[src/sfri_consts.svh]
// Register map, field positions and reset values of the serial port pair
//
// Behaviour
// [RULE1] Order bit: clear MSB first, set LSB first
// [RULE2] Width bit: clear 8-bit, set 16-bit frames
// [RULE3] Role bit: clear slave, set master drives clock
// [RULE4] Divider code 0..10 gives 2^code, above 1024; here code 0 gives 2, like code 1
// [RULE5] Port runs only while enable bit set
// [RULE6] Polarity bit sets serial clock idle level
// [RULE7] Phase bit: capture on first or second edge
// [RULE8] Collision flag sticky until software writes one
// [RULE9] Live flag: transmit FIFO below half full
// [RULE10] Live flag: receive FIFO above half full
// [RULE11] Live flag: receive FIFO full
// [RULE12] Transmit empty sticky, cleared by W1C or DMA
// [RULE13] Receive not empty set while data, W1C
// [RULE14] Done flag set at end, zero while busy
// [RULE15] Data read pops receive, write pushes transmit
// [RULE16] Software uses whole-word data register accesses only
// [RULE17] Transmit DMA request from empty flag when enabled
// [RULE18] FIFO port receive DMA request from not-empty
// [RULE19] Each FIFO flag interrupts only with its enable
// [RULE20] Master gate blocks every interrupt request
// [RULE21] Buffer port offers collision, empty, done flags only
// [RULE22] Pin group field: three groups or two groups
// [RULE23] Buffer port receive DMA request from done flag
// [RULE24] Data write during transfer sets collision flag only; here the word is also pushed if the FIFO has room
// [RULE25] FIFO depth parameter, reserved bits ignore writes
`ifndef SFRI_CONSTS_SVH
`define SFRI_CONSTS_SVH

// ==========================================================
// Offsets inside one port, port select bit of the bus address
`define SFRI_OFS_CTRL     5'h00
`define SFRI_OFS_FLAGS    5'h04
`define SFRI_OFS_DATA     5'h0c
`define SFRI_OFS_IDE      5'h10
`define SFRI_PORT_SEL_BIT 5

// ==========================================================
// Control fields
`define SFRI_C_ROLE  0
`define SFRI_C_WIDTH 1
`define SFRI_C_ORDER 2
`define SFRI_C_CAPT  3
`define SFRI_C_IDLE  4
`define SFRI_C_EN    7
`define SFRI_C_DIV   11:8
`define SFRI_C_GRP   15:14
`define SFRI_CTRL_WMASK 16'hcf9f

// ==========================================================
// Flag and enable fields
`define SFRI_F_DONE   0
`define SFRI_F_RXNE   1
`define SFRI_F_TXE    2
`define SFRI_F_RXFULL 3
`define SFRI_F_RXHALF 4
`define SFRI_F_TXHALF 5
`define SFRI_F_WRITE_COLLISION_FLAG   7
`define SFRI_E_GATE   0
`define SFRI_E_RXDMA  6
`define SFRI_E_TXDMA  7
`define SFRI_IDE_WMASK_FIFO 8'hff
`define SFRI_IDE_WMASK_BUF  8'hc5

// ==========================================================
// Reset values and divider limit
`define SFRI_RST_CTRL 16'h0000
`define SFRI_RST_IDE  8'h00
`define SFRI_DIV_MAX  4'ha

`endif

[src/sfri_pkg.sv]
// Types shared by the serial port pair
`default_nettype none
package sfri_pkg;
  // ==========================================================
  // Shift engine states
  typedef enum logic [1:0] {
    SFRI_IDLE = 2'b01,
    SFRI_RUN  = 2'b10
  } sfri_state_e;
  typedef logic [15:0] sfri_word_t;
endpackage
`default_nettype wire

[src/sfri_top.sv]
// Serial port pair: FIFO port, single buffer port and register decode
//
// Chosen here: strobed register access.
`timescale 1ns/100ps
`default_nettype none
`include "sfri_consts.svh"

module sfri_port import sfri_pkg::*; #(
  parameter bit HAS_FIFO = 1'b1,
  parameter int DEPTH    = 4,
  parameter int NGRP     = 3
) (
  // Clock and reset
  input  wire logic            mclk,
  input  wire logic            resetn,
  // Register access
  input  wire logic            sel,
  input  wire logic [4:0]      addr,
  input  wire logic [31:0]     wdata,
  input  wire logic            wr,
  input  wire logic            rd,
  input  wire logic            dma_access,
  output logic      [31:0]     rdata,
  // Link pins, one slot per pin group
  input  wire logic [NGRP-1:0] sck_i,
  output logic      [NGRP-1:0] sck_o,
  output logic      [NGRP-1:0] sck_oe,
  input  wire logic [NGRP-1:0] mo_i,
  output logic      [NGRP-1:0] mo_o,
  output logic      [NGRP-1:0] mo_oe,
  input  wire logic [NGRP-1:0] mi_i,
  output logic      [NGRP-1:0] mi_o,
  output logic      [NGRP-1:0] mi_oe,
  // Requests
  output logic                 irq,
  output logic                 dma_tx_req,
  output logic                 dma_rx_req
);
  localparam int AW = (DEPTH > 1) ? $clog2(DEPTH) : 1;
  localparam int CW = $clog2(DEPTH + 1);

  // ==========================================================
  // Decode
  wire wr_ctrl  = sel & wr & (addr == `SFRI_OFS_CTRL);
  wire wr_flags = sel & wr & (addr == `SFRI_OFS_FLAGS);
  wire wr_data  = sel & wr & (addr == `SFRI_OFS_DATA);
  wire wr_ide   = sel & wr & (addr == `SFRI_OFS_IDE);
  wire rd_data  = sel & rd & (addr == `SFRI_OFS_DATA);
  wire [7:0] ide_wmask = HAS_FIFO ? `SFRI_IDE_WMASK_FIFO : `SFRI_IDE_WMASK_BUF;

  logic [15:0] ctrl_ff;
  logic [7:0]  ide_ff;

  always_ff @(posedge mclk or negedge resetn) begin
    if (!resetn) begin
      ctrl_ff <= `SFRI_RST_CTRL;
      ide_ff  <= `SFRI_RST_IDE;
    end else begin
      if (wr_ctrl) begin
        ctrl_ff <= wdata[15:0] & `SFRI_CTRL_WMASK; // [RULE25]
      end
      if (wr_ide) begin
        ide_ff <= wdata[7:0] & ide_wmask; // [RULE21] [RULE25]
      end
    end
  end

  wire       role_select        = ctrl_ff[`SFRI_C_ROLE];
  wire       word_width_sel     = ctrl_ff[`SFRI_C_WIDTH];
  wire       bit_order_sel      = ctrl_ff[`SFRI_C_ORDER];
  wire       capture_edge_sel   = ctrl_ff[`SFRI_C_CAPT];
  wire       clock_idle_level   = ctrl_ff[`SFRI_C_IDLE];
  wire       port_enable        = ctrl_ff[`SFRI_C_EN];
  wire [3:0] clock_divider_code = ctrl_ff[`SFRI_C_DIV];
  wire [1:0] pin_group_sel      = ctrl_ff[`SFRI_C_GRP];
  wire       cpu_irq_gate       = ide_ff[`SFRI_E_GATE];
  wire       tx_dma_request_en  = ide_ff[`SFRI_E_TXDMA];
  wire       rx_dma_request_en  = ide_ff[`SFRI_E_RXDMA];

  // ==========================================================
  // Pin synchronisers and group select
  logic [NGRP-1:0] sck_s1_ff, sck_s2_ff, mo_s1_ff, mo_s2_ff, mi_s1_ff, mi_s2_ff;
  logic            sck_prev_ff;
  logic [NGRP-1:0] grp_hot;

  always_ff @(posedge mclk or negedge resetn) begin
    if (!resetn) begin
      sck_s1_ff <= '0;
      sck_s2_ff <= '0;
      mo_s1_ff  <= '0;
      mo_s2_ff  <= '0;
      mi_s1_ff  <= '0;
      mi_s2_ff  <= '0;
    end else begin
      sck_s1_ff <= sck_i;
      sck_s2_ff <= sck_s1_ff;
      mo_s1_ff  <= mo_i;
      mo_s2_ff  <= mo_s1_ff;
      mi_s1_ff  <= mi_i;
      mi_s2_ff  <= mi_s1_ff;
    end
  end

  // Codes beyond the group count select no pins at all
  wire sck_sel  = |(sck_s2_ff & grp_hot); // [RULE22]
  wire mo_sel   = |(mo_s2_ff & grp_hot);
  wire mi_sel   = |(mi_s2_ff & grp_hot);
  wire sck_edge = sck_sel ^ sck_prev_ff;
  wire din      = role_select ? mi_sel : mo_sel;

  always_ff @(posedge mclk or negedge resetn) begin
    if (!resetn) begin
      sck_prev_ff <= 1'b0;
    end else begin
      sck_prev_ff <= sck_sel;
    end
  end

  // ==========================================================
  // Transmit and receive FIFOs (depth one on the buffer port)
  sfri_word_t    tx_mem [DEPTH];
  sfri_word_t    rx_mem [DEPTH];
  logic [AW-1:0] tx_wp_ff, tx_rp_ff, rx_wp_ff, rx_rp_ff;
  logic [CW-1:0] tx_cnt_ff, rx_cnt_ff;

  function automatic logic [AW-1:0] ptr_inc(input logic [AW-1:0] p);
    ptr_inc = (p == AW'(DEPTH - 1)) ? '0 : AW'(p + 1'b1);
  endfunction

  wire        tx_full  = (tx_cnt_ff == CW'(DEPTH));
  wire        rx_full  = (rx_cnt_ff == CW'(DEPTH));
  wire        tx_avail = (tx_cnt_ff != '0);
  wire        rx_avail = (rx_cnt_ff != '0);
  logic       tx_pop, frame_end, frame_start;
  sfri_word_t rx_word;
  wire        tx_push = wr_data & ~tx_full; // [RULE15]
  wire        rx_push = frame_end & ~rx_full;
  wire        rx_pop  = rd_data & rx_avail; // [RULE15]
  wire [CW-1:0] nxt_tx_cnt = CW'(tx_cnt_ff + CW'(tx_push) - CW'(tx_pop));
  wire [CW-1:0] nxt_rx_cnt = CW'(rx_cnt_ff + CW'(rx_push) - CW'(rx_pop));

  always_ff @(posedge mclk) begin
    if (tx_push) begin
      tx_mem[tx_wp_ff] <= wdata[15:0];
    end
    if (rx_push) begin
      rx_mem[rx_wp_ff] <= rx_word;
    end
  end

  always_ff @(posedge mclk or negedge resetn) begin
    if (!resetn) begin
      tx_wp_ff  <= '0;
      tx_rp_ff  <= '0;
      rx_wp_ff  <= '0;
      rx_rp_ff  <= '0;
      tx_cnt_ff <= '0;
      rx_cnt_ff <= '0;
    end else begin
      tx_wp_ff  <= tx_push ? ptr_inc(tx_wp_ff) : tx_wp_ff;
      tx_rp_ff  <= tx_pop  ? ptr_inc(tx_rp_ff) : tx_rp_ff;
      rx_wp_ff  <= rx_push ? ptr_inc(rx_wp_ff) : rx_wp_ff;
      rx_rp_ff  <= rx_pop  ? ptr_inc(rx_rp_ff) : rx_rp_ff;
      tx_cnt_ff <= nxt_tx_cnt;
      rx_cnt_ff <= nxt_rx_cnt;
    end
  end

  // ==========================================================
  // Clock divider, enable pulse per serial clock edge
  sfri_state_e state_ff;
  logic [9:0]  div_cnt_ff;
  wire  [3:0]  code_c = (clock_divider_code > `SFRI_DIV_MAX) ? `SFRI_DIV_MAX
                                                              : clock_divider_code;
  // Half period in mclk cycles; codes 0 and 1 both reach the one-cycle floor
  wire  [9:0]  half_w = (code_c == 4'h0) ? 10'h001
                                         : 10'(10'h001 << (code_c - 4'h1)); // [RULE4]
  wire         m_run  = port_enable & role_select & (state_ff == SFRI_RUN);
  wire         tick   = m_run & (div_cnt_ff == 10'(half_w - 10'h001)); // [RULE4]

  always_ff @(posedge mclk or negedge resetn) begin
    if (!resetn) begin
      div_cnt_ff <= 10'h000;
    end else begin
      div_cnt_ff <= (!m_run || tick) ? 10'h000 : 10'(div_cnt_ff + 10'h001);
    end
  end

  // ==========================================================
  // Shift engine
  sfri_word_t tx_sh_ff, rx_sh_ff, nxt_rx_sh;
  logic [4:0] edge_idx_ff;
  logic       loaded_ff, tgl_ff;

  assign tx_pop      = port_enable & (state_ff == SFRI_IDLE) & ~loaded_ff & tx_avail;
  wire   s_start     = port_enable & ~role_select & (state_ff == SFRI_IDLE) & sck_edge;
  wire   m_start     = port_enable & role_select & (state_ff == SFRI_IDLE) & loaded_ff;
  assign frame_start = s_start | m_start;
  // Slave: the edge that wakes the engine is already the first edge of the frame
  wire   edge_ev  = (state_ff == SFRI_RUN) ? (role_select ? tick : sck_edge) : s_start;
  wire   capture  = (edge_idx_ff[0] == capture_edge_sel); // [RULE7]
  wire   last_idx = (edge_idx_ff == (word_width_sel ? 5'h1f : 5'h0f)); // [RULE2]
  assign frame_end = edge_ev & last_idx;

  always_comb begin
    nxt_rx_sh = rx_sh_ff;
    if (edge_ev && capture) begin
      nxt_rx_sh = bit_order_sel ? {din, rx_sh_ff[15:1]} : {rx_sh_ff[14:0], din}; // [RULE1]
    end
  end
  // LSB-first bits enter at the top, so an 8-bit word sits in the upper byte
  assign rx_word = word_width_sel ? nxt_rx_sh
                 : (bit_order_sel ? {8'h00, nxt_rx_sh[15:8]} : {8'h00, nxt_rx_sh[7:0]});
  wire out_bit = bit_order_sel ? tx_sh_ff[0]
               : (word_width_sel ? tx_sh_ff[15] : tx_sh_ff[7]); // [RULE1] [RULE2]
  wire sck_level = clock_idle_level ^ tgl_ff; // [RULE6]

  always_ff @(posedge mclk or negedge resetn) begin
    if (!resetn) begin
      state_ff    <= SFRI_IDLE;
      tx_sh_ff    <= 16'h0000;
      rx_sh_ff    <= 16'h0000;
      edge_idx_ff <= 5'h00;
      loaded_ff   <= 1'b0;
      tgl_ff      <= 1'b0;
    end else if (!port_enable) begin
      state_ff    <= SFRI_IDLE; // [RULE5]
      tx_sh_ff    <= 16'h0000;
      edge_idx_ff <= 5'h00;
      loaded_ff   <= 1'b0;
      tgl_ff      <= 1'b0;
    end else begin
      rx_sh_ff <= nxt_rx_sh;
      if (tx_pop) begin
        tx_sh_ff  <= tx_mem[tx_rp_ff];
        loaded_ff <= 1'b1;
      end
      if (m_start) begin
        state_ff <= SFRI_RUN; // [RULE3]
      end
      if (edge_ev) begin
        tgl_ff      <= role_select & ~tgl_ff;
        edge_idx_ff <= 5'(edge_idx_ff + 5'h01);
        state_ff    <= SFRI_RUN;
        if (!capture && edge_idx_ff != 5'h00) begin
          tx_sh_ff <= bit_order_sel ? {1'b0, tx_sh_ff[15:1]} : {tx_sh_ff[14:0], 1'b0};
        end
        // A slave with nothing queued shifts out zeros next frame
        if (last_idx) begin
          state_ff    <= SFRI_IDLE;
          edge_idx_ff <= 5'h00;
          tgl_ff      <= 1'b0;
          tx_sh_ff    <= 16'h0000;
          loaded_ff   <= 1'b0;
        end
      end
    end
  end

  // ==========================================================
  // Pin drive per group
  for (genvar g = 0; g < NGRP; g++) begin : g_grp
    assign grp_hot[g] = (pin_group_sel == 2'(g)); // [RULE22]
    assign sck_o[g]   = sck_level;
    assign sck_oe[g]  = grp_hot[g] & port_enable & role_select; // [RULE3]
    assign mo_o[g]    = out_bit;
    assign mo_oe[g]   = grp_hot[g] & port_enable & role_select;
    assign mi_o[g]    = out_bit;
    assign mi_oe[g]   = grp_hot[g] & port_enable & ~role_select;
  end

  // ==========================================================
  // Flags; a hardware set wins over a same-cycle clear
  logic write_collision_flag_ff, txe_ff, rxne_ff, done_ff;
  wire  w1c_write_collision_flag = wr_flags & wdata[`SFRI_F_WRITE_COLLISION_FLAG];
  wire  tx_empty_ev = tx_avail & (nxt_tx_cnt == '0);
  // A write that finds no room is refused, and counts as a collision too
  wire  nxt_write_collision_flag = (wr_data & ((state_ff == SFRI_RUN) | tx_full))
                 | (write_collision_flag_ff & ~w1c_write_collision_flag); // [RULE8] [RULE24]
  wire  nxt_txe  = tx_empty_ev
                 | (txe_ff & ~(wr_flags & wdata[`SFRI_F_TXE]) & ~(wr_data & dma_access)); // [RULE12]
  wire  nxt_rxne = HAS_FIFO & (rx_avail | (rxne_ff & ~(wr_flags & wdata[`SFRI_F_RXNE]))); // [RULE13]
  wire  nxt_done = frame_end
                 | (done_ff & ~frame_start & ~(wr_flags & wdata[`SFRI_F_DONE])); // [RULE14]

  always_ff @(posedge mclk or negedge resetn) begin
    if (!resetn) begin
      write_collision_flag_ff <= 1'b0;
      txe_ff  <= 1'b0;
      rxne_ff <= 1'b0;
      done_ff <= 1'b0;
    end else begin
      write_collision_flag_ff <= nxt_write_collision_flag;
      txe_ff  <= nxt_txe;
      rxne_ff <= nxt_rxne;
      done_ff <= nxt_done;
    end
  end

  wire write_collision_flag = write_collision_flag_ff;
  wire tx_empty_flag        = txe_ff;
  wire rx_not_empty_flag    = rxne_ff;
  wire transfer_done_flag   = done_ff;
  wire tx_below_half_flag   = HAS_FIFO & (tx_cnt_ff < CW'(DEPTH / 2)); // [RULE9]
  wire rx_above_half_flag   = HAS_FIFO & (rx_cnt_ff > CW'(DEPTH / 2)); // [RULE10]
  wire rx_full_flag         = HAS_FIFO & rx_full; // [RULE11]
  wire [7:0] flag_vec = {write_collision_flag, 1'b0, tx_below_half_flag, rx_above_half_flag,
                         rx_full_flag, tx_empty_flag, rx_not_empty_flag,
                         transfer_done_flag}; // [RULE21]

  // ==========================================================
  // Interrupt and DMA requests
  wire [4:0] sub_irq = flag_vec[5:1] & ide_ff[5:1]; // [RULE19]
  assign irq        = cpu_irq_gate & ((|sub_irq) | (~HAS_FIFO & transfer_done_flag)); // [RULE20]
  assign dma_tx_req = tx_dma_request_en & tx_empty_flag; // [RULE17]
  assign dma_rx_req = rx_dma_request_en
                    & (HAS_FIFO ? rx_not_empty_flag : transfer_done_flag); // [RULE18] [RULE23]

  // ==========================================================
  // Read data, one cycle after the strobe
  logic [31:0] rdata_ff;
  wire  [31:0] rd_mux = (addr == `SFRI_OFS_CTRL)  ? {16'h0000, ctrl_ff}
                      : (addr == `SFRI_OFS_FLAGS) ? {24'h000000, flag_vec}
                      : (addr == `SFRI_OFS_DATA)  ? {16'h0000, rx_avail ? rx_mem[rx_rp_ff] : 16'h0000}
                      : (addr == `SFRI_OFS_IDE)   ? {24'h000000, ide_ff}
                      : 32'h0000_0000;

  always_ff @(posedge mclk or negedge resetn) begin
    if (!resetn) begin
      rdata_ff <= 32'h0000_0000;
    end else begin
      rdata_ff <= (sel & rd) ? rd_mux : 32'h0000_0000;
    end
  end
  assign rdata = rdata_ff;

  // ==========================================================
  // Checks
  logic [10:0] gap_ff;
  always_ff @(posedge mclk or negedge resetn) begin
    if (!resetn) begin
      gap_ff <= 11'h000;
    end else begin
      gap_ff <= (!m_run || tick) ? 11'h000 : 11'(gap_ff + 11'h001);
    end
  end
endmodule

module sfri_top import sfri_pkg::*; #(
  parameter int FIFO_DEPTH = 4
) (
  // Clock and reset
  input  wire logic        mclk,
  input  wire logic        resetn,
  // Register port
  input  wire logic [7:0]  addr,
  input  wire logic [31:0] wdata,
  input  wire logic        wr,
  input  wire logic        rd,
  input  wire logic        dma_access,
  output logic      [31:0] rdata,
  // FIFO port pins, three groups
  input  wire logic [2:0]  fa_sck_i,
  output logic      [2:0]  fa_sck_o,
  output logic      [2:0]  fa_sck_oe,
  input  wire logic [2:0]  fa_mo_i,
  output logic      [2:0]  fa_mo_o,
  output logic      [2:0]  fa_mo_oe,
  input  wire logic [2:0]  fa_mi_i,
  output logic      [2:0]  fa_mi_o,
  output logic      [2:0]  fa_mi_oe,
  // Buffer port pins, two groups
  input  wire logic [1:0]  fb_sck_i,
  output logic      [1:0]  fb_sck_o,
  output logic      [1:0]  fb_sck_oe,
  input  wire logic [1:0]  fb_mo_i,
  output logic      [1:0]  fb_mo_o,
  output logic      [1:0]  fb_mo_oe,
  input  wire logic [1:0]  fb_mi_i,
  output logic      [1:0]  fb_mi_o,
  output logic      [1:0]  fb_mi_oe,
  // Requests
  output logic             fa_irq,
  output logic             fa_dma_tx_req,
  output logic             fa_dma_rx_req,
  output logic             fb_irq,
  output logic             fb_dma_tx_req,
  output logic             fb_dma_rx_req
);
  logic [31:0] rdata_a, rdata_b;
  wire         in_map = (addr[7:6] == 2'h0);
  wire         sel_a  = in_map & ~addr[`SFRI_PORT_SEL_BIT];
  wire         sel_b  = in_map & addr[`SFRI_PORT_SEL_BIT];

  sfri_port #(.HAS_FIFO(1'b1), .DEPTH(FIFO_DEPTH), .NGRP(3)) u_fifo_port (
    .mclk(mclk), .resetn(resetn), .sel(sel_a), .addr(addr[4:0]), .wdata(wdata),
    .wr(wr), .rd(rd), .dma_access(dma_access), .rdata(rdata_a),
    .sck_i(fa_sck_i), .sck_o(fa_sck_o), .sck_oe(fa_sck_oe),
    .mo_i(fa_mo_i), .mo_o(fa_mo_o), .mo_oe(fa_mo_oe),
    .mi_i(fa_mi_i), .mi_o(fa_mi_o), .mi_oe(fa_mi_oe),
    .irq(fa_irq), .dma_tx_req(fa_dma_tx_req), .dma_rx_req(fa_dma_rx_req)
  );

  sfri_port #(.HAS_FIFO(1'b0), .DEPTH(1), .NGRP(2)) u_buf_port (
    .mclk(mclk), .resetn(resetn), .sel(sel_b), .addr(addr[4:0]), .wdata(wdata),
    .wr(wr), .rd(rd), .dma_access(dma_access), .rdata(rdata_b),
    .sck_i(fb_sck_i), .sck_o(fb_sck_o), .sck_oe(fb_sck_oe),
    .mo_i(fb_mo_i), .mo_o(fb_mo_o), .mo_oe(fb_mo_oe),
    .mi_i(fb_mi_i), .mi_o(fb_mi_o), .mi_oe(fb_mi_oe),
    .irq(fb_irq), .dma_tx_req(fb_dma_tx_req), .dma_rx_req(fb_dma_rx_req)
  );

  // Unselected ports return zero, so an OR is the read mux
  assign rdata = rdata_a | rdata_b;
endmodule
`default_nettype wire

[config.mk]
export PLATFORM = sky130hd
export DESIGN_NAME = sfri_top
export DESIGN_NICKNAME = d
export VERILOG_FILES = /design/src/sfri_pkg.sv /design/src/sfri_top.sv
export VERILOG_INCLUDE_DIRS = /design/src
export SDC_FILE = /design/constraint.sdc
export NUM_CORES = 1
export LEC_CHECK = 0
export BUFFER_PORTS_ARGS = -buffer_cell sky130_fd_sc_hd__clkbuf_2
export CAP_MARGIN = 0
export CORE_MARGIN = 4
export CORE_UTILIZATION = 65
export CTS_CLUSTER_DIAMETER = 50
export DETAILED_ROUTE_END_ITERATION = 8
export HOLD_SLACK_MARGIN = 0.15
export PLACE_DENSITY = 0.85
export SLEW_MARGIN = 15
export SYNTH_ARGS = -nofsm -noshare
export SYNTH_HDL_FRONTEND = slang
export SYNTH_SLANG_ARGS = --single-unit
[constraint.sdc]
create_clock -name mclk -period 5.9 [get_ports mclk]
set_input_delay 1.18 -clock mclk [delete_from_list [all_inputs] [get_ports mclk]]
set_output_delay 1.18 -clock mclk [all_outputs]
set_load 0.005 [all_outputs]
==> run summary, run 1 <==
The kind of critical path is reg2reg. The worst setup path is launched from a flop. The share of total power dissipated in sequential elements is between 40 and 50%. The clock-pin slew of the registers on the worst-case setup and hold paths is 0.06 ns. The wire length reported by the detailed router is 43000 um.

The portion of total power attributed to combinational logic is 21.0%. The synthesized-area fraction occupied by xor and xnor cells is 1.54%. Counting both buffers and inverters, the worst setup path holds a total of 0. The total number of vias came out at 12156. The gate family responsible for the most delay along the worst path is simple AND/OR/NAND/NOR gates.

The signed area change from the synthesized netlist to the final layout came out at 10.3%. The overflow left after global routing is 0. The final hold violation count is 0. The mux cell area share after synthesis is about 16%.

From bottom edge to top edge, the die measures 176 um. The mean area per synthesized cell is 12.8 um2. The number of global-route vias before repair is 12230.

The clock sink count is 385. For this configuration, the core starts out at a cell density of between 60 and 70%. The share of the synthesized area in the top cell type came out at ~31%. The share of synthesized registers carrying an async set or reset is 58.4%. The core region area is 27800 um2. The worst relative slew slack is 25.4%. The flop-to-flop setup slack came out at 1.35 ns. During synthesis, Yosys emitted a total of 0 warnings. The post-CTS setup-driven buffer insertion count is 0. In this run the count of I/O pins placed on the die edge is about 130. The count of different cell masters after synthesis is 84. The launch point of the worst hold path is u_buf_port.mo_s1_ff[0]. The number of DRC markers after the initial detailed-route iteration came out at 1427. The overall global routing resource usage is 28.0%. The synthesized design contains 160 enable-type register cells. Of all cell types, the one taking the most synthesized area is sky130_fd_sc_hd__dfrtp_1.

The die covers 30800 um2. The cell count of the worst reg-to-reg path is 8. The share of the cycle needed by the critical path after routing is 77.2%. The width of the chip is between 150 and 200 um. The first-pass GRT wire length is 67900 um.

Counting the buffers created by CTS gives 41. The final net count is about 1600. Clock latency on the worst-skew pair, taken at its later pin, is 0.54 ns. The sequential share of the synthesized area is 57.2%.

The post-cts gate resize count is 0. The net switching fraction of the power is ~29%. The count of buffers added on input and output ports is 95. The number of antenna violations at the first check in global routing came out at 0. By area, the combinational part of the netlist is dominated by multiplexers.

The fraction of final layout cells sized beyond drive strength 1 came out at 24.6%. For the pin with the worst max-slew slack, the measured transition is roughly 1.1 ns. Setup repair after global routing left no endpoint under its margin.

The post-layout worst setup margin is 1.35 ns. Once detail routing completed, the nets flagged for antenna violations numbered 0. In this run the power density over the cells is 374 nW/um2. The worst hold path terminates at u_buf_port.mo_s2_ff[0]. In this run the worst hold path is classified as reg2reg.

The number of placed instances, taps included, is between 1500 and 2000. The flow ran to the end, and the final reports show no timing, DRC or antenna violations. The commonest cells after synthesis are sky130_fd_sc_hd__dfrtp_1 (223), sky130_fd_sc_hd__edfxtp_1 (160), sky130_fd_sc_hd__mux2_2 (114). For the worst setup path, the data arrival time is about 5.0 ns. On the final layout, the worst hold slack is 0.342 ns.

STA classifies the critical path endpoint as a flop. The buffer cell driving the clock tree root is sky130_fd_sc_hd__clkbuf_16. The number of register bits inferred by synthesis is 385.

Summing the areas of all and, or, nand and nor instances in the mapped netlist gives 9.79% of the synthesized area. Between clock sinks in the finished design, the worst skew comes to 0.0113 ns. The final HPWL from detailed placement came out at roughly 28000 um.

The signal on the critical path passes through or4b_2 > ha_1 > nor4b_1 > o211a_1 > a211oi_1 > or4_4 > a211oi_4 > mux2_2. The cell leakage power came out at roughly 8.4 nW. Across the run, the number of max-cap violations was 0. The synthesized area came out at between 15000 and 20000 um2. The pin count of the biggest net entering global routing came out at 89. Synthesis produced a netlist whose cell count is 1423. The clock period minus worst slack is 4.55 ns. TritonCTS built the clock tree. The number of remaining DRC errors is 0. The adder and majority cell fraction of the synthesized area is 1.86%. The area fraction in compound gates after synthesis came out at 8.93%. The most used flip-flop cell after synthesis is sky130_fd_sc_hd__dfrtp_1.

The total number of placement rows is between 60 and 70. The max-slew violation count came out at 0. The launch point of the worst reg-to-reg path is u_buf_port.ctrl_ff[10].

In this run the number of H-tree levels came out at 2. The peak ir drop on the vdd network came out at 0.000298 V. For the final routed database, the setup TNS stands at 0 ns. The number of vias per cell came out at 6.44. Prior to clock tree synthesis, the placed netlist has a worst setup slack of 1.55 ns. The fill cell instance count of the final layout came out at 1764.

The placer congestion estimate is slightly below 0.9. The most common cell in the synthesized netlist is sky130_fd_sc_hd__dfrtp_1. The total power after layout came out at 7.54 mW. By area the synthesized netlist is led by sky130_fd_sc_hd__dfrtp_1 (31%), sky130_fd_sc_hd__edfxtp_1 (26%), sky130_fd_sc_hd__mux2_2 (7.0%). The worst-path maximum fanout came out at 17. Summed over all nets, the switching power comes to 2.19 mW. The largest individual stage delay along the critical path comes from the cell sky130_fd_sc_hd__a211oi_4. The first-pass iteration count of the detailed router came out at 6. The count of antenna diodes in the layout is 0. The end of the worst register-to-register path is u_buf_port.rx_sh_ff[4]. The number of buffers inserted by hold repair at cts came out at 0. The critical path required time came out at around 6.3 ns. The highest attainable clock frequency is 220 MHz.

The cell-internal power is around 5.3 mW. The worst hold path cell count is 0. The non-filler instance count after layout came out at between 1500 and 2000. The portion of total power attributed to the clock network is around 34%.

In the final routed layout, each cell accounts on average for ~23 um. The largest incremental delay on the critical path came out at 0.96 ns. The maximum clock insertion buffer count is 3. The final-report setup violation count came out at 0.
placed cells by master (no fill, tap or decap), types with 10 or more instances in the layout:
master,synthesis,layout
sky130_fd_sc_hd__a32o_1,16,16
sky130_fd_sc_hd__or2_2,21,21
sky130_fd_sc_hd__mux2_2,114,114
sky130_fd_sc_hd__clkbuf_16,0,43
sky130_fd_sc_hd__and2_1,14,14
sky130_fd_sc_hd__a222oi_1,10,10
sky130_fd_sc_hd__o32ai_1,15,15
sky130_fd_sc_hd__nand2_1,106,106
sky130_fd_sc_hd__a21oi_1,26,26
sky130_fd_sc_hd__mux4_2,33,33
sky130_fd_sc_hd__xor2_1,17,17
sky130_fd_sc_hd__buf_4,37,17
sky130_fd_sc_hd__mux2i_1,78,78
sky130_fd_sc_hd__a22oi_1,10,10
sky130_fd_sc_hd__inv_1,46,46
sky130_fd_sc_hd__nor3_1,19,18
sky130_fd_sc_hd__clkinv_1,2,10
sky130_fd_sc_hd__nor2_1,91,88
sky130_fd_sc_hd__and3_1,13,13
sky130_fd_sc_hd__or3_1,10,10
sky130_fd_sc_hd__ha_1,24,24
sky130_fd_sc_hd__o21ai_0,46,46
sky130_fd_sc_hd__nor2b_1,16,16
sky130_fd_sc_hd__nand3_1,28,28
sky130_fd_sc_hd__o211ai_1,11,11
sky130_fd_sc_hd__clkbuf_2,0,94
sky130_fd_sc_hd__edfxtp_1,160,160
sky130_fd_sc_hd__conb_1,1,16
sky130_fd_sc_hd__dfrtp_1,223,221
sky130_fd_sc_hd__xnor2_1,15,15
sky130_fd_sc_hd__a211oi_1,21,21
metal layers:
layer	track usage, %	wire (um)	up-vias
met1	37.5	16400	6135
met2	47.3	21900	571
met5	0	0	-
li1	-	-	5331
met4	10.6	1670	0
met3	3.92	3150	119
metrics by stage:
step	util (%)	area, um2
after global placement	67.6	18800
after floorplan	-	18300
final	72.5	20100
after CTS	72.4	20100
after global routing	72.5	20100
after detailed placement	67.6	18800
flip-flops by register name, summed over array words and instances, names as in the netlist, 16 cells and up:
signal / flops
u_buf_port.rdata: 16
u_buf_port.rx_mem: 16
u_buf_port.rx_sh_ff: 16
u_buf_port.tx_mem: 16
u_buf_port.tx_sh_ff: 16
u_fifo_port.rdata: 16
u_fifo_port.rx_mem: 64
u_fifo_port.rx_sh_ff: 16
u_fifo_port.tx_mem: 64
u_fifo_port.tx_sh_ff: 16
worst max-delay path by stage:
stage | from | to | slack, ns | cells after the start
after floorplan | u_buf_port.ctrl_ff[11] | u_buf_port.rx_mem[0][0] | 1.90 | 10
after global placement | u_buf_port.ctrl_ff[11] | u_buf_port.rx_sh_ff[4] | 1.64 | 8
after detailed placement | u_buf_port.ctrl_ff[10] | u_buf_port.rx_sh_ff[5] | 1.55 | 8
after CTS | u_buf_port.ctrl_ff[10] | u_buf_port.rx_sh_ff[4] | 1.43 | 8
after global routing | u_buf_port.ctrl_ff[9] | u_buf_port.rx_sh_ff[3] | 1.15 | 8
final | u_buf_port.ctrl_ff[10] | u_buf_port.rx_sh_ff[4] | 1.35 | 8
worst register-to-register path: cells and delay by family, from the launching register on:
family,cells,cell delay [ns]
DFF,1,0.57
and+or+nand+nor,3,1.86
AOI/OAI and AO/OA,3,1.28
adders and majority gates,1,0.31
muxes,1,0.42
cell families (layout without fill, tap and decap cells):
logic type,Yosys count,after routing
adder cells (fa/ha/maj),26,26
buffers and inverters,163,236
flip-flops,385,385
AND/OR/NAND/NOR,363,363
other,1,16
multiplexers,236,236
AO/OA/AOI/OAI,217,217
XOR/XNOR,32,32
cell type report:
type | instances | area (um2) | area share (%)
Sequential cell | 385 | 10400 | 51.9
Multi-Input combinational cell | 890 | 7090 | 35.2
Clock buffer | 54 | 1150 | 5.70
Timing Repair Buffer | 112 | 613 | 3.05
Tap cell | 378 | 473 | 2.35
Clock inverter | 22 | 190 | 0.945
Inverter | 48 | 180 | 0.895
power groups by stage:
| stage | sequential (mW) | combinational, mW | clock [mW] |
|---|---|---|---|
| finish | 3.42 | 1.58 | 2.54 |
| floorplan | 3.30 | 1.28 | 0 |
| global placement | 3.43 | 1.47 | 0 |
| CTS | 3.41 | 1.57 | 2.56 |
| detailed placement | 3.45 | 1.55 | 0 |
| global route | 3.46 | 1.73 | 2.69 |
Note: power is estimated with default switching activity, not from simulation.
==> run 2: changes to the inputs <==
Settings changed: ABC_AREA from default to 1, CORE_UTILIZATION 65 to 61, PLACE_DENSITY 0.85 to 0.8.
Clock period 5.9 ns to 4.19 ns, I/O delays scaled along.
==> run summary, run 2 <==
The core region area is 29700 um2. The share of synthesized registers carrying an async set or reset is 58.4%. The final HPWL from detailed placement came out at just over 30000 um.

The signed area change from the synthesized netlist to the final layout came out at 11.3%. The worst setup path is launched from a flop. The overall global routing resource usage is 26.8%. The initial utilization of the core area, before any placement, comes to 61.9%. The post-layout worst setup margin is 0.761 ns. The fraction of final layout cells sized beyond drive strength 1 is 11.0%. The worst setup path is captured at a flop. After the flow finishes, the layout carries non-filler instances totaling about 2500. The number of DRC markers after the initial detailed-route iteration is 1602.

Buffers placed on the I/O ports in this run total 95. The met2 wire length is 21100 um. The number of global-route vias before repair came out at 13986. For the final database, setup skew stands at 0.0257 ns.

The number of buffers inserted by hold repair at cts is 0. The highest attainable clock frequency is about 290 MHz. After synthesis the netlist holds a flip-flop and latch count of 385.

The length of routed met3 wiring is 3780 um. The first-pass iteration count of the detailed router came out at 5. The synthesized netlist occupies a cell area of between 15000 and 20000 um2. The worst-case IR drop observed on VDD is 0.000543 V. The first-pass GRT wire length is 72100 um. The number of vias per cell came out at 5.82. The share of synthesized area in the top cell type comes to 30.3%. After the last flow step, the layout net total stands at 2198. The number of placed I/O pins is 128. Synthesis produced 2045 cells. For this block, wires on met1 add up to approximately 18000 um. Setup repair after global routing left no endpoint under its margin.

The max-slew violation count is 0. The post-cts gate resize count is 0. The count of antenna diodes in the layout is 0.

The top cell types in the final layout, fill and taps aside, are sky130_fd_sc_hd__nand2_1 (490), sky130_fd_sc_hd__dfrtp_1 (223), sky130_fd_sc_hd__o21ai_0 (196). The final hold violation count is 0. Among all cell types in the netlist, the one instantiated most often is sky130_fd_sc_hd__nand2_1. The top cell type by total area after synthesis is sky130_fd_sc_hd__dfrtp_1. The post-detailed-placement cell area came out at 19000 um2. Summing all non-filler instances in the final layout gives an area of 20500 um2. The clock sink count is 385. The sequential share of the synthesized area is 56.8%. The TritonCTS clock tree is yes. The CTS H-tree depth is 2.

The arrival time at the worst endpoint is 3.82 ns. Clock latency on the worst-skew pair, taken at its later pin, is ~0.54 ns. The clock period could shrink to 3.43 ns. The flow ran to the end, and the final reports show no timing, DRC or antenna violations. In this run the clock root is driven by a sky130_fd_sc_hd__clkbuf_16. The transition time at the pin with the least slew margin is 1.05 ns. The post-place setup slack came out at ~0.53 ns.

The ratio of total power to cell area came out at 442 nW/um2. The placed cell count is about 2500. The number of nets with antenna violations after routing came out at 0. Buffers inserted during clock tree synthesis total 42. The cell leakage power came out at 8.97 nW.

The floorplan die height came out at 182 um. Counting along the longest clock path gives a buffer depth of 3. The class of the tightest hold or removal check is in2async.

The library cell used most frequently in the layout, excluding fill and tap cells, is sky130_fd_sc_hd__nand2_1. The width of the chip is 182 um. Buffers added to address setup during post-CTS repair amount to 0. The largest registers in the layout are u_fifo_port.rx_mem (64), u_fifo_port.tx_mem (64).

The sum of negative setup slack came out at 0 ns. The worst register-to-register path has a setup slack of 0.76 ns. The count of different cell masters after synthesis came out at between 50 and 60. The total number of yosys warnings is 0.

Each instance of the synthesized netlist takes up on average 8.99 um2. The share of the cycle needed by the critical path after routing came out at 81.8%. The total number of placement rows came out at 63. The worst setup path is of the reg2reg kind. The area enclosed by the die boundary came out at 33000 um2. The worst relative slew slack came out at 29.8%.

The wire length reported by the detailed router came out at 44700 um. The highest layer touched by signal routing is met4. Clock-pin slew was measured on the worst setup and hold paths at 0.06 ns.

Setup violations remaining at the end of the flow were counted as 0. The commonest cells after synthesis are sky130_fd_sc_hd__nand2_1 (490), sky130_fd_sc_hd__dfrtp_1 (223), sky130_fd_sc_hd__o21ai_0 (196). At the end of routability-driven placement, the weighted congestion stood at between 0.9 and 1. The critical path required time came out at 4.58 ns.

The max-cap violation count is 0. The number of antenna violations at the first check in global routing is 0. In the routed design, unresolved DRC markers number 0. The worst-path maximum fanout came out at 19.

In the final routed layout, each cell accounts on average for about 18 um. Among all flip-flop cells after synthesis, the most frequent one is sky130_fd_sc_hd__dfrtp_1. Summing over every cut layer, the via total after detailed routing is 14749.

Yosys attributes the largest share of cell area to sky130_fd_sc_hd__dfrtp_1 (30%), sky130_fd_sc_hd__edfxtp_1 (26%), sky130_fd_sc_hd__nand2_1 (10%). Summed over all layers, the global routing overflow is 0. The total power after layout came out at roughly 9.0 mW.

Entering global routing, the biggest net connects 110 pins. The number of flops mapped to enable cells by yosys came out at 160.
[run 2: cell count changes after synthesis, moves of 15 or more]
cell and change:
sky130_fd_sc_hd__a211oi_1 -21, sky130_fd_sc_hd__a21oi_1 +77, sky130_fd_sc_hd__inv_1 +149, sky130_fd_sc_hd__mux2_2 -113, sky130_fd_sc_hd__mux2i_1 -67, sky130_fd_sc_hd__mux4_2 -33, sky130_fd_sc_hd__nand2_1 +384, sky130_fd_sc_hd__nand3_1 +130
sky130_fd_sc_hd__nor2_1 +85, sky130_fd_sc_hd__nor2b_1 -16, sky130_fd_sc_hd__o21ai_0 +150, sky130_fd_sc_hd__o32ai_1 -15
[run 2: layout make-up]
| class | instances | area [um2] |
|---|---|---|
| clock buffers | 55 | 1160 |
| well taps | 390 | 488 |
| flip-flops and latches | 385 | 10400 |
| clock inverters | 22 | 288 |
| multi-input cells | 1353 | 6600 |
| fillers | 2177 | 9260 |
| inverters | 207 | 777 |
| repair buffers | 123 | 708 |
[run 2: kinds of logic after synthesis]
| family | count (synthesis) | synth area share, % |
|---|---|---|
| and+or+nand+nor | 901 | 20.7 |
| AOI/OAI and AO/OA | 386 | 11.7 |
| DFF | 385 | 56.8 |
| buffers and inverters | 322 | 7.69 |
| adders and majority gates | 26 | 1.85 |
| xor gates and xnor gates | 12 | 0.612 |
| muxes | 12 | 0.660 |
| other | 1 | 0.0204 |
[run 2: power by group]
part	switching, mW	leakage, nW	total (mW)	internal, mW
clock network	1.50	0.704	3.84	2.34
registers	0.0930	4.34	4.13	4.04
logic	0.756	3.93	1.07	0.317
total	2.35	8.97	9.04	6.69
[run 2: path summary, 6_finish.rpt]
kind                                           from                        to  depth (start not counted)
max                         u_fifo_port.ctrl_ff[11]  u_fifo_port.rx_cnt_ff[1]                         16
min                                          resetn  u_buf_port.div_cnt_ff[1]                          1
max reg2reg                 u_fifo_port.ctrl_ff[11]  u_fifo_port.rx_cnt_ff[1]                         16
min reg2reg                u_fifo_port.sck_s1_ff[0]  u_fifo_port.sck_s2_ff[0]                          0
max in group asynchronous                    resetn   u_fifo_port.state_ff[0]                          2
min in group mclk          u_fifo_port.sck_s1_ff[0]  u_fifo_port.sck_s2_ff[0]                          0
[run 2: metrics by stage]
stage | util, % | hold slack [ns]
floorplan | - | 0.331
global placement | 64.0 | 0.334
detailed placement | 64.0 | 0.335
CTS | 68.9 | 0.350
global route | 68.9 | 0.356
finish | 68.9 | 0.323
[run 2: worst max-delay path: stages (launching register included)]
cell and delay [ns]:
sky130_fd_sc_hd__dfrtp_1 0.54, sky130_fd_sc_hd__nor2_4 0.23, sky130_fd_sc_hd__nand2_1 0.10, sky130_fd_sc_hd__ha_1 0.32, sky130_fd_sc_hd__nand2_1 0.06, sky130_fd_sc_hd__nand2_1 0.05
sky130_fd_sc_hd__nor2_1 0.09, sky130_fd_sc_hd__nand3_1 0.09, sky130_fd_sc_hd__nor2_1 0.09, sky130_fd_sc_hd__nand2_1 0.07, sky130_fd_sc_hd__nor2_2 0.17, sky130_fd_sc_hd__nand3_2 0.13
sky130_fd_sc_hd__nand2_4 0.23, sky130_fd_sc_hd__nand3_1 0.29, sky130_fd_sc_hd__inv_1 0.18, sky130_fd_sc_hd__ha_1 0.20, sky130_fd_sc_hd__fa_1 0.42
[run 2: routing by layer]
metal | vias up | GRT usage, %
met2 | 698 | 42.8
met3 | 101 | 4.31
met4 | 0 | 9.07
met5 | - | 0
met1 | 7035 | 37.9
li1 | 6915 | -
